File: src/hw/gio_params.svh
`ifndef GIO_PARAMS_SVH
`define GIO_PARAMS_SVH

// special-function register addresses of the two ports
`define GIO_SFR_P1_DATA   8'h90
`define GIO_SFR_P1_DIR    8'h91
`define GIO_SFR_P2_DATA   8'hA0
`define GIO_SFR_P2_DIR    8'hA1

// configuration memory holding the resource-select fields
`define GIO_CFG_RSEL_FIRST 16'h2009
`define GIO_CFG_RSEL_LAST  16'h200E
`define GIO_RSEL_LO_POS    0
`define GIO_RSEL_HI_POS    4

// reset values
`define GIO_DIR_RST   8'h00
`define GIO_DATA_RST  8'h00
`define GIO_RSEL_RST  3'h0

// pin roles
`define GIO_PIN_UART_TX   1
`define GIO_PIN_UART_RX   2
`define GIO_PIN_EE_CLK    4
`define GIO_PIN_EE_DATA   5
`define GIO_PIN_EPULSE    6
`define GIO_PIN_RPULSE    7
`define GIO_FIRST_SEG_PIN 4
`define GIO_NUM_PINS      16
`define GIO_NUM_RSEL      12

`endif

File: src/hw/gio_pkg.sv
package gio_pkg;

    typedef enum logic [2:0] {
        GIO_RS_NONE     = 3'h0,
        GIO_RS_RESERVED = 3'h1,
        GIO_RS_CNT0     = 3'h2,
        GIO_RS_CNT1     = 3'h3,
        GIO_RS_HI_RISE  = 3'h4,
        GIO_RS_LO_RISE  = 3'h5,
        GIO_RS_HI_FALL  = 3'h6,
        GIO_RS_LO_FALL  = 3'h7
    } gio_rsel_e;

    // request vector bit order: counter0, counter1, high irq, low irq
    typedef logic [3:0] gio_req_t;

endpackage : gio_pkg

File: src/hw/gio_port.sv
`timescale 1ns/1ps
`default_nettype none
`include "gio_params.svh"

module gio_port
    import gio_pkg::*;
(
    // clock and reset
    input  wire logic        clk,
    input  wire logic        sys_rst,
    // special-function register port
    input  wire logic [7:0]  sfr_addr,
    input  wire logic        sfr_wr,
    input  wire logic        sfr_rd,
    input  wire logic [7:0]  sfr_wdata,
    output logic      [7:0]  sfr_rdata_q,
    // configuration memory port
    input  wire logic [15:0] cfg_addr,
    input  wire logic        cfg_wr,
    input  wire logic        cfg_rd,
    input  wire logic [7:0]  cfg_wdata,
    output logic      [7:0]  cfg_rdata_q,
    // pin configuration levels
    input  wire logic [4:0]  segment_pin_count,
    input  wire logic        energy_pulse_enable,
    input  wire logic        reactive_pulse_enable,
    input  wire logic        eeprom_select,
    input  wire logic        optical_uart_use,
    // compute engine pulses
    input  wire logic        ce_energy_pulse,
    input  wire logic        ce_reactive_pulse,
    // eeprom engine
    input  wire logic        ee_clk_out,
    input  wire logic        ee_clk_oe,
    input  wire logic        ee_data_out,
    input  wire logic        ee_data_oe,
    output logic             ee_data_in_q,
    // optical uart
    input  wire logic        optical_uart_tx,
    output logic             optical_uart_rx_q,
    // pads
    input  wire logic [15:0] pin_in,
    output logic      [15:0] pin_out,
    output logic      [15:0] pin_oe,
    output logic      [15:0] pin_seg_q,
    // internal resources
    output logic             counter0_clock_in_q,
    output logic             counter1_clock_in_q,
    output logic             high_priority_ext_irq_q,
    output logic             low_priority_ext_irq_q
);

    // segment ownership is needed by pad muxing, readback and routing
    function automatic logic is_seg(input int unsigned idx, input logic [4:0] cnt);
        is_seg = (idx >= `GIO_FIRST_SEG_PIN) && ((idx - `GIO_FIRST_SEG_PIN) < 32'(cnt));
    endfunction : is_seg

    // register state
    logic [7:0]  p1_data_q, p1_data_d, p1_dir_q, p1_dir_d;
    logic [7:0]  p2_data_q, p2_data_d, p2_dir_q, p2_dir_d;
    logic [2:0]  rsel_q [`GIO_NUM_RSEL];
    logic [2:0]  rsel_d [`GIO_NUM_RSEL];
    logic [7:0]  sfr_rdata_d, cfg_rdata_d;
    logic [15:0] data_all, dir_all, seg_now, rd_all;
    logic [15:0] pin_out_d, pin_oe_d, pin_prev_q;
    logic [15:0] cfg_off;
    logic [3:0]  cfg_idx;
    logic        cfg_hit;
    gio_req_t    req     [`GIO_NUM_RSEL];
    gio_req_t    req_any;

    assign data_all = {p2_data_q, p1_data_q};
    assign dir_all  = {p2_dir_q, p1_dir_q};
    assign cfg_off  = cfg_addr - `GIO_CFG_RSEL_FIRST;
    assign cfg_idx  = cfg_off[3:0];
    assign cfg_hit  = (cfg_addr >= `GIO_CFG_RSEL_FIRST) && (cfg_addr <= `GIO_CFG_RSEL_LAST);

    genvar gi;
    generate
        for (gi = 0; gi < `GIO_NUM_PINS; gi++) begin : g_pin
            assign seg_now[gi] = is_seg(gi, segment_pin_count);
            // output pins read back their data register value, not the pad level
            assign rd_all[gi]  = seg_now[gi] ? 1'b0 : (dir_all[gi] ? data_all[gi] : pin_in[gi]);
        end
        for (gi = 0; gi < `GIO_NUM_RSEL; gi++) begin : g_route
            // level taken from the pad so driven pulses are seen too
            gio_res_route u_route (
                .sel    (rsel_q[gi]),
                .lvl    (pin_in[gi]),
                .prev   (pin_prev_q[gi]),
                .usable (!seg_now[gi]),
                .req    (req[gi])
            );
        end
    endgenerate

    always_comb begin
        req_any = 4'h0;
        for (int k = 0; k < `GIO_NUM_RSEL; k++) begin
            req_any = req_any | req[k];
        end
    end

    // register writes and reads
    always_comb begin
        p1_data_d   = p1_data_q;
        p1_dir_d    = p1_dir_q;
        p2_data_d   = p2_data_q;
        p2_dir_d    = p2_dir_q;
        rsel_d      = rsel_q;
        sfr_rdata_d = sfr_rdata_q;
        cfg_rdata_d = cfg_rdata_q;
        if (sfr_wr) begin
            case (sfr_addr)
                `GIO_SFR_P1_DATA: p1_data_d = sfr_wdata;
                `GIO_SFR_P1_DIR:  p1_dir_d  = sfr_wdata;
                `GIO_SFR_P2_DATA: p2_data_d = sfr_wdata;
                `GIO_SFR_P2_DIR:  p2_dir_d  = sfr_wdata;
                default:          ;
            endcase
        end
        if (sfr_rd) begin
            case (sfr_addr)
                `GIO_SFR_P1_DATA: sfr_rdata_d = rd_all[7:0];
                `GIO_SFR_P1_DIR:  sfr_rdata_d = p1_dir_q;
                `GIO_SFR_P2_DATA: sfr_rdata_d = rd_all[15:8];
                `GIO_SFR_P2_DIR:  sfr_rdata_d = p2_dir_q;
                default:          sfr_rdata_d = 8'h00;
            endcase
        end
        if (cfg_wr && cfg_hit) begin
            rsel_d[{cfg_idx[2:0], 1'b0}] = cfg_wdata[`GIO_RSEL_LO_POS +: 3];
            rsel_d[{cfg_idx[2:0], 1'b1}] = cfg_wdata[`GIO_RSEL_HI_POS +: 3];
        end
        if (cfg_rd) begin
            cfg_rdata_d = cfg_hit ? {1'b0, rsel_q[{cfg_idx[2:0], 1'b1}], 1'b0,
                                     rsel_q[{cfg_idx[2:0], 1'b0}]} : 8'h00;
        end
    end

    always_ff @(posedge clk) begin
        if (sys_rst) begin
            p1_data_q   <= `GIO_DATA_RST;
            p2_data_q   <= `GIO_DATA_RST;
            p1_dir_q    <= `GIO_DIR_RST;
            p2_dir_q    <= `GIO_DIR_RST;
            for (int k = 0; k < `GIO_NUM_RSEL; k++) begin
                rsel_q[k] <= `GIO_RSEL_RST;
            end
            sfr_rdata_q <= 8'h00;
            cfg_rdata_q <= 8'h00;
        end else begin
            p1_data_q   <= p1_data_d;
            p2_data_q   <= p2_data_d;
            p1_dir_q    <= p1_dir_d;
            p2_dir_q    <= p2_dir_d;
            rsel_q      <= rsel_d;
            sfr_rdata_q <= sfr_rdata_d;
            cfg_rdata_q <= cfg_rdata_d;
        end
    end

    // pad muxing; segment use outranks every other function
    always_comb begin
        pin_out_d = data_all;
        pin_oe_d  = dir_all;
        if (dir_all[`GIO_PIN_EPULSE] && energy_pulse_enable) begin
            pin_out_d[`GIO_PIN_EPULSE] = ce_energy_pulse;
        end
        if (dir_all[`GIO_PIN_RPULSE] && reactive_pulse_enable) begin
            pin_out_d[`GIO_PIN_RPULSE] = ce_reactive_pulse;
        end
        if (eeprom_select) begin
            pin_out_d[`GIO_PIN_EE_CLK]  = ee_clk_out;
            pin_oe_d[`GIO_PIN_EE_CLK]   = ee_clk_oe;
            pin_out_d[`GIO_PIN_EE_DATA] = ee_data_out;
            pin_oe_d[`GIO_PIN_EE_DATA]  = ee_data_oe;
        end
        if (optical_uart_use) begin
            pin_out_d[`GIO_PIN_UART_TX] = optical_uart_tx;
            pin_oe_d[`GIO_PIN_UART_TX]  = 1'b1;
            pin_oe_d[`GIO_PIN_UART_RX]  = 1'b0;
        end
        pin_out_d = pin_out_d & ~seg_now;
        pin_oe_d  = pin_oe_d & ~seg_now;
    end

    always_ff @(posedge clk) begin
        if (sys_rst) begin
            pin_out                 <= 16'h0000;
            pin_oe                  <= 16'h0000;
            pin_seg_q               <= 16'h0000;
            pin_prev_q              <= 16'h0000;
            ee_data_in_q            <= 1'b0;
            optical_uart_rx_q       <= 1'b0;
            counter0_clock_in_q     <= 1'b0;
            counter1_clock_in_q     <= 1'b0;
            high_priority_ext_irq_q <= 1'b0;
            low_priority_ext_irq_q  <= 1'b0;
        end else begin
            pin_out                 <= pin_out_d;
            pin_oe                  <= pin_oe_d;
            pin_seg_q               <= seg_now;
            pin_prev_q              <= pin_in;
            ee_data_in_q            <= pin_in[`GIO_PIN_EE_DATA];
            optical_uart_rx_q       <= pin_in[`GIO_PIN_UART_RX];
            counter0_clock_in_q     <= req_any[0];
            counter1_clock_in_q     <= req_any[1];
            high_priority_ext_irq_q <= req_any[2];
            low_priority_ext_irq_q  <= req_any[3];
        end
    end
endmodule : gio_port

`default_nettype wire

File: src/hw/gio_res_route.sv
`timescale 1ns/1ps
`default_nettype none

module gio_res_route
    import gio_pkg::*;
(
    // selection and pin state
    input  wire logic [2:0] sel,
    input  wire logic       lvl,
    input  wire logic       prev,
    input  wire logic       usable,
    // resource requests
    output gio_req_t        req
);

    always_comb begin
        req = 4'h0;
        if (usable) begin
            case (gio_rsel_e'(sel))
                GIO_RS_CNT0:    req[0] = lvl;
                GIO_RS_CNT1:    req[1] = lvl;
                GIO_RS_HI_RISE: req[2] = lvl & ~prev;
                GIO_RS_LO_RISE: req[3] = lvl & ~prev;
                GIO_RS_HI_FALL: req[2] = ~lvl & prev;
                GIO_RS_LO_FALL: req[3] = ~lvl & prev;
                default:        req = 4'h0;
            endcase
        end
    end

endmodule : gio_res_route

`default_nettype wire

File: config.mk
export PLATFORM = sky130hd
export DESIGN_NAME = gio_port
export DESIGN_NICKNAME = d
export VERILOG_FILES = /design/src/hw/gio_pkg.sv /design/src/hw/gio_port.sv /design/src/hw/gio_res_route.sv
export VERILOG_INCLUDE_DIRS = /design/src /design/src/hw
export SDC_FILE = /design/constraint.sdc
export NUM_CORES = 1
export LEC_CHECK = 0
export BUFFER_PORTS_ARGS = -buffer_cell sky130_fd_sc_hd__buf_2
export CORE_UTILIZATION = 38
export DETAILED_ROUTE_END_ITERATION = 8
export GPL_ROUTABILITY_DRIVEN = 0
export PLACE_DENSITY = 0.7
export RECOVER_POWER = 100
export SLEW_MARGIN = 30
export SYNTH_ARGS = -nofsm -noshare
export SYNTH_HDL_FRONTEND = slang
export SYNTH_SLANG_ARGS = --single-unit
File: constraint.sdc
create_clock -name clk -period 6.8 [get_ports clk]
set_input_delay 1.36 -clock clk [delete_from_list [all_inputs] [get_ports clk]]
set_output_delay 1.36 -clock clk [all_outputs]
set_load 0.05 [all_outputs]
==> run summary <==
The path class of the tightest hold or removal check is register to register. Global routing used 20.0% of the available tracks across all layers. The count of buffers added on input and output ports is 139.

The most critical setup path has its startpoint at sys_rst. The final layout net count is 902, and the transition time at the pin with the least slew margin is 3.58 ns. Of all nets on the critical path, the largest fanout is 85.

For this design the ratio of total power to cell area is 246 nW/um^2. The checks that failed: capacitance limit, slew limit. Setup repair after global routing left no endpoint under its margin. The run gives 0 as the post-route DRC violation count.

Number of primary I/O pins: 148. In the final routed layout, each cell accounts on average for 16.8 um. The flip-flop cell with the highest count after synthesis was sky130_fd_sc_hd__dfxtp_1.

Of all flip-flops after synthesis, the portion carrying an async set or reset was 0%. The logs give 0 for the number of buffers inserted to repair setup after CTS and 1 for the max-capacitance violation count. The tools report the maximum achievable frequency as 208 MHz. Counting cells, the worst reg-to-reg path comes to 5. The initial antenna violation count is 2. The clock net in this run drives a total of 142 sinks.

The total congestion overflow was 0; the ratio of cells with drive above 1 in the final layout was 17.3%. The summed instance area of the synthesized netlist is 6580 um^2, and the vertical extent of the die is 134 um. CTS clock-pin slew for the worst setup and hold paths: 0.06 ns. TritonCTS built the clock tree. Layout filler cell count: 1661.

Along the worst hold path, the cell count comes to 2. Timing analysis after detailed placement gives a worst setup slack of 2.79 ns. The first global-routing pass estimated 27.5 mm of wire. The run gives 7.12 ns as the required time at the worst-slack endpoint. After clock tree synthesis, the repair step resized 0 gates. The number of clock buffers added by TritonCTS is 17.

The startpoint identified for the worst hold timing path is cfg_rdata_q[0]$_SDFFE_PP0P_. The count of yosys warnings during synthesis was 0; the number of optimization iterations in the first detailed-route pass was 5. The flow ran to the end, but the final reports show violations. The end of the worst register-to-register path is high_priority_ext_irq_q$_SDFF_PP0_. The run gives 0 as the final-report hold violation count.

The die covers 17800 um^2. After detailed routing, the total wire length is 17.7 mm. The starting DRC count in detailed routing was 439; the number of register bits inferred by synthesis was 142. The tools report the part of the Yosys area used for sequential elements as 43.2%. The logs give 0 for the final-report setup violation count and 5075 for the number of global-route vias before repair. The final count of pins violating max slew was 86; the pin count of the biggest net entering global routing was 86. For hold timing, the worst endpoint is cfg_rdata_q[0]$_SDFFE_PP0P_. The run gives 2 as the buffer levels on the longest clock path. The post-synthesis cell count is 696, and the row count is 47. Compared with the post-synthesis result, the final layout area differs by 20.5%. In this run, post-CTS hold repair placed 0 buffers.

The worst setup path is launched from an input pin. The root buffer cell chosen for the clock tree is sky130_fd_sc_hd__clkbuf_16. For this configuration, the core starts out at a cell density of 39.2%.

The setup clock skew after layout is 0.00848 ns, and the post-DP HPWL is 12.8 mm. Element type at the critical path end: a register. The number of enable flip-flop cells after synthesis was 0; the post-route setup TNS was 0 ns. For this design the static power due to leakage is 0.00301 uW. The logs give 0.42 ns for the source-to-sink clock delay at the later pin of the worst-skew pair and 1950 uW for the overall power. The remaining max-slew budget at the tightest pin was -138%. After synthesis, the mean cell area works out to 9.45 um^2.

The netlist uses 62 different library cells. Setup slack on the worst reg-to-reg path comes out at 4.94 ns. The kind of critical path is input pin to register. Measured along the x axis, the die boundary spans 134 um.

The logs give 5.12 ns for the worst path arrival time and 0 for the number of nets still failing antenna checks after routing. The startpoint identified for the worst register-to-register timing path is rsel_q[16]$_SDFFE_PP0P_. In the finished design, the share of the clock period the worst path needs comes to 70.5%.

The floorplan step defined a core boundary enclosing 16800 um^2. The routed layout has 5624 vias. The clock period could shrink to 4.80 ns. The total number of H-tree levels was 4. In the post-route analysis, the smallest setup slack over all paths is 2.00 ns.

Using the TritonRoute via totals, the vias-per-cell ratio works out to 5.33. IR analysis of the VDD net gives a maximum drop of 228 uV.
-- stage by stage --
step / cell area (um^2) / std cells / hold WS [ns] / util (%)
2_1_floorplan: 6590 / 701 / 0.444 / -
3_3_place_gp: 7400 / 1022 / 0.452 / 44.2
3_5_place_dp: 7400 / 1022 / 0.461 / 44.2
4_1_cts: 8000 / 1054 / 0.471 / 47.8
5_1_grt: 7930 / 1056 / 0.490 / 47.3
6_report: 7930 / 1056 / 0.469 / 47.3
-- Yosys cell counts (3+ instances only) --
cell type,n,share of area [%]
sky130_fd_sc_hd__a21o_1,6,0.69
sky130_fd_sc_hd__a21oi_1,25,1.9
sky130_fd_sc_hd__a221oi_1,3,0.40
sky130_fd_sc_hd__a22oi_1,8,0.91
sky130_fd_sc_hd__a31oi_1,7,0.67
sky130_fd_sc_hd__a32oi_1,4,0.53
sky130_fd_sc_hd__and2_1,4,0.38
sky130_fd_sc_hd__and3_1,3,0.29
sky130_fd_sc_hd__and3b_1,11,1.5
sky130_fd_sc_hd__and4b_1,3,0.46
sky130_fd_sc_hd__buf_2,8,0.61
sky130_fd_sc_hd__buf_4,7,0.80
sky130_fd_sc_hd__clkbuf_1,24,1.4
sky130_fd_sc_hd__dfxtp_1,142,43
sky130_fd_sc_hd__ha_1,3,0.57
sky130_fd_sc_hd__inv_1,11,0.63
sky130_fd_sc_hd__mux2_2,17,2.9
sky130_fd_sc_hd__mux2i_1,74,11
sky130_fd_sc_hd__nand2_1,41,2.3
sky130_fd_sc_hd__nand2b_1,15,1.4
sky130_fd_sc_hd__nand3_1,19,1.4
sky130_fd_sc_hd__nand3b_1,6,0.69
sky130_fd_sc_hd__nand4_1,3,0.29
sky130_fd_sc_hd__nand4b_1,6,0.80
sky130_fd_sc_hd__nor2_1,92,5.3
sky130_fd_sc_hd__nor2b_1,25,2.4
sky130_fd_sc_hd__nor3_1,23,1.8
sky130_fd_sc_hd__nor3b_1,20,2.3
sky130_fd_sc_hd__nor4_4,8,2.6
sky130_fd_sc_hd__nor4b_1,4,0.53
sky130_fd_sc_hd__o2111ai_1,6,0.80
sky130_fd_sc_hd__o211ai_1,7,0.80
sky130_fd_sc_hd__o21ai_0,15,1.1
sky130_fd_sc_hd__o22ai_1,8,0.76
sky130_fd_sc_hd__or3_1,3,0.29
-- worst max-delay path, stage by stage --
cell and delay, ns:
sky130_fd_sc_hd__clkbuf_1 2.46, sky130_fd_sc_hd__buf_4 0.78, sky130_fd_sc_hd__nand2b_1 0.30, sky130_fd_sc_hd__or3_1 0.15, sky130_fd_sc_hd__nor2_1 0.05
-- flip-flops by register name (all words and copies together) (netlist names) --
signal	count
p1_data_q	8
pin_out	16
counter0_clock_in_q	1
p1_dir_q	8
p2_data_q	8
pin_seg_q	12
counter1_clock_in_q	1
sfr_rdata_q	8
rsel_q	36
high_priority_ext_irq_q	1
pin_prev_q	12
pin_oe	16
low_priority_ext_irq_q	1
p2_dir_q	8
cfg_rdata_q	6
-- final cells by class --
type | count | area [um^2] | share of cell area [%]
antenna | 2 | 5.00 | 0.0632
clock buffer | 19 | 453 | 5.72
clock inverter | 13 | 151 | 1.91
inverter | 11 | 41.3 | 0.521
multi-input combinational | 507 | 3520 | 44.4
sequential | 142 | 2840 | 35.9
tap | 220 | 275 | 3.47
timing repair buffer | 142 | 637 | 8.04
-- cells by family after synthesis --
logic type | count (synthesis) | synth area share [%]
AND/OR/NAND/NOR | 300 | 26.9
flip-flops | 142 | 43.2
multiplexers | 91 | 14.2
other | 1 | 0.0570
adder cells (fa/ha/maj) | 3 | 0.571
AO/OA/AOI/OAI | 106 | 11.2
XOR/XNOR | 1 | 0.247
buffers and inverters | 52 | 3.52
-- power breakdown --
group          switching, uW  internal (uW)  total (uW)
sequential              4.02            843         847
clock                    376            567         943
combinational            114           45.7         159
-- cells in the final DEF (no fill, tap or decap), types with 6 or more instances in the layout --
cell type / count
sky130_fd_sc_hd__a31oi_1: 7
sky130_fd_sc_hd__o2111ai_1: 6
sky130_fd_sc_hd__nor2b_1: 25
sky130_fd_sc_hd__a21o_1: 6
sky130_fd_sc_hd__nor3_1: 23
sky130_fd_sc_hd__mux2i_1: 74
sky130_fd_sc_hd__nand3b_1: 6
sky130_fd_sc_hd__nand3_1: 19
sky130_fd_sc_hd__clkbuf_16: 17
sky130_fd_sc_hd__nor3b_1: 20
sky130_fd_sc_hd__o211ai_1: 7
sky130_fd_sc_hd__nand2b_1: 15
sky130_fd_sc_hd__a22oi_1: 8
sky130_fd_sc_hd__buf_2: 74
sky130_fd_sc_hd__o21ai_0: 15
sky130_fd_sc_hd__nand4b_1: 6
sky130_fd_sc_hd__mux2_2: 17
sky130_fd_sc_hd__nor4_4: 8
sky130_fd_sc_hd__conb_1: 6
sky130_fd_sc_hd__o22ai_1: 8
sky130_fd_sc_hd__nor2_1: 92
sky130_fd_sc_hd__nand2_1: 41
sky130_fd_sc_hd__dfxtp_1: 142
sky130_fd_sc_hd__inv_1: 11
sky130_fd_sc_hd__a21oi_1: 25
sky130_fd_sc_hd__and3b_1: 11
sky130_fd_sc_hd__clkbuf_1: 65
-- routing by layer --
metal  global-route usage (%)  part of all wire [%]  vias up
li1                         -                     -     2756
met1                     26.7                    46     2640
met2                     30.5                    45      203
met3                     5.59                   6.7       25
met4                     7.39                   2.0        0
met5                        0                     0        -
-- worst max-delay path by stage --
stage                               to  slack, ns  cells after the start
4_1_cts        rsel_q[32]$_SDFFE_PP0P_       3.23                      8
6_report          pin_oe[4]$_SDFF_PP0_       2.00                      5
3_3_place_gp   rsel_q[31]$_SDFFE_PP0P_       2.83                      8
5_1_grt           pin_oe[4]$_SDFF_PP0_       1.60                      5
3_5_place_dp   rsel_q[32]$_SDFFE_PP0P_       2.79                      8
2_1_floorplan  rsel_q[10]$_SDFFE_PP0P_       3.48                      8
Power figures use the tool's default switching activity.
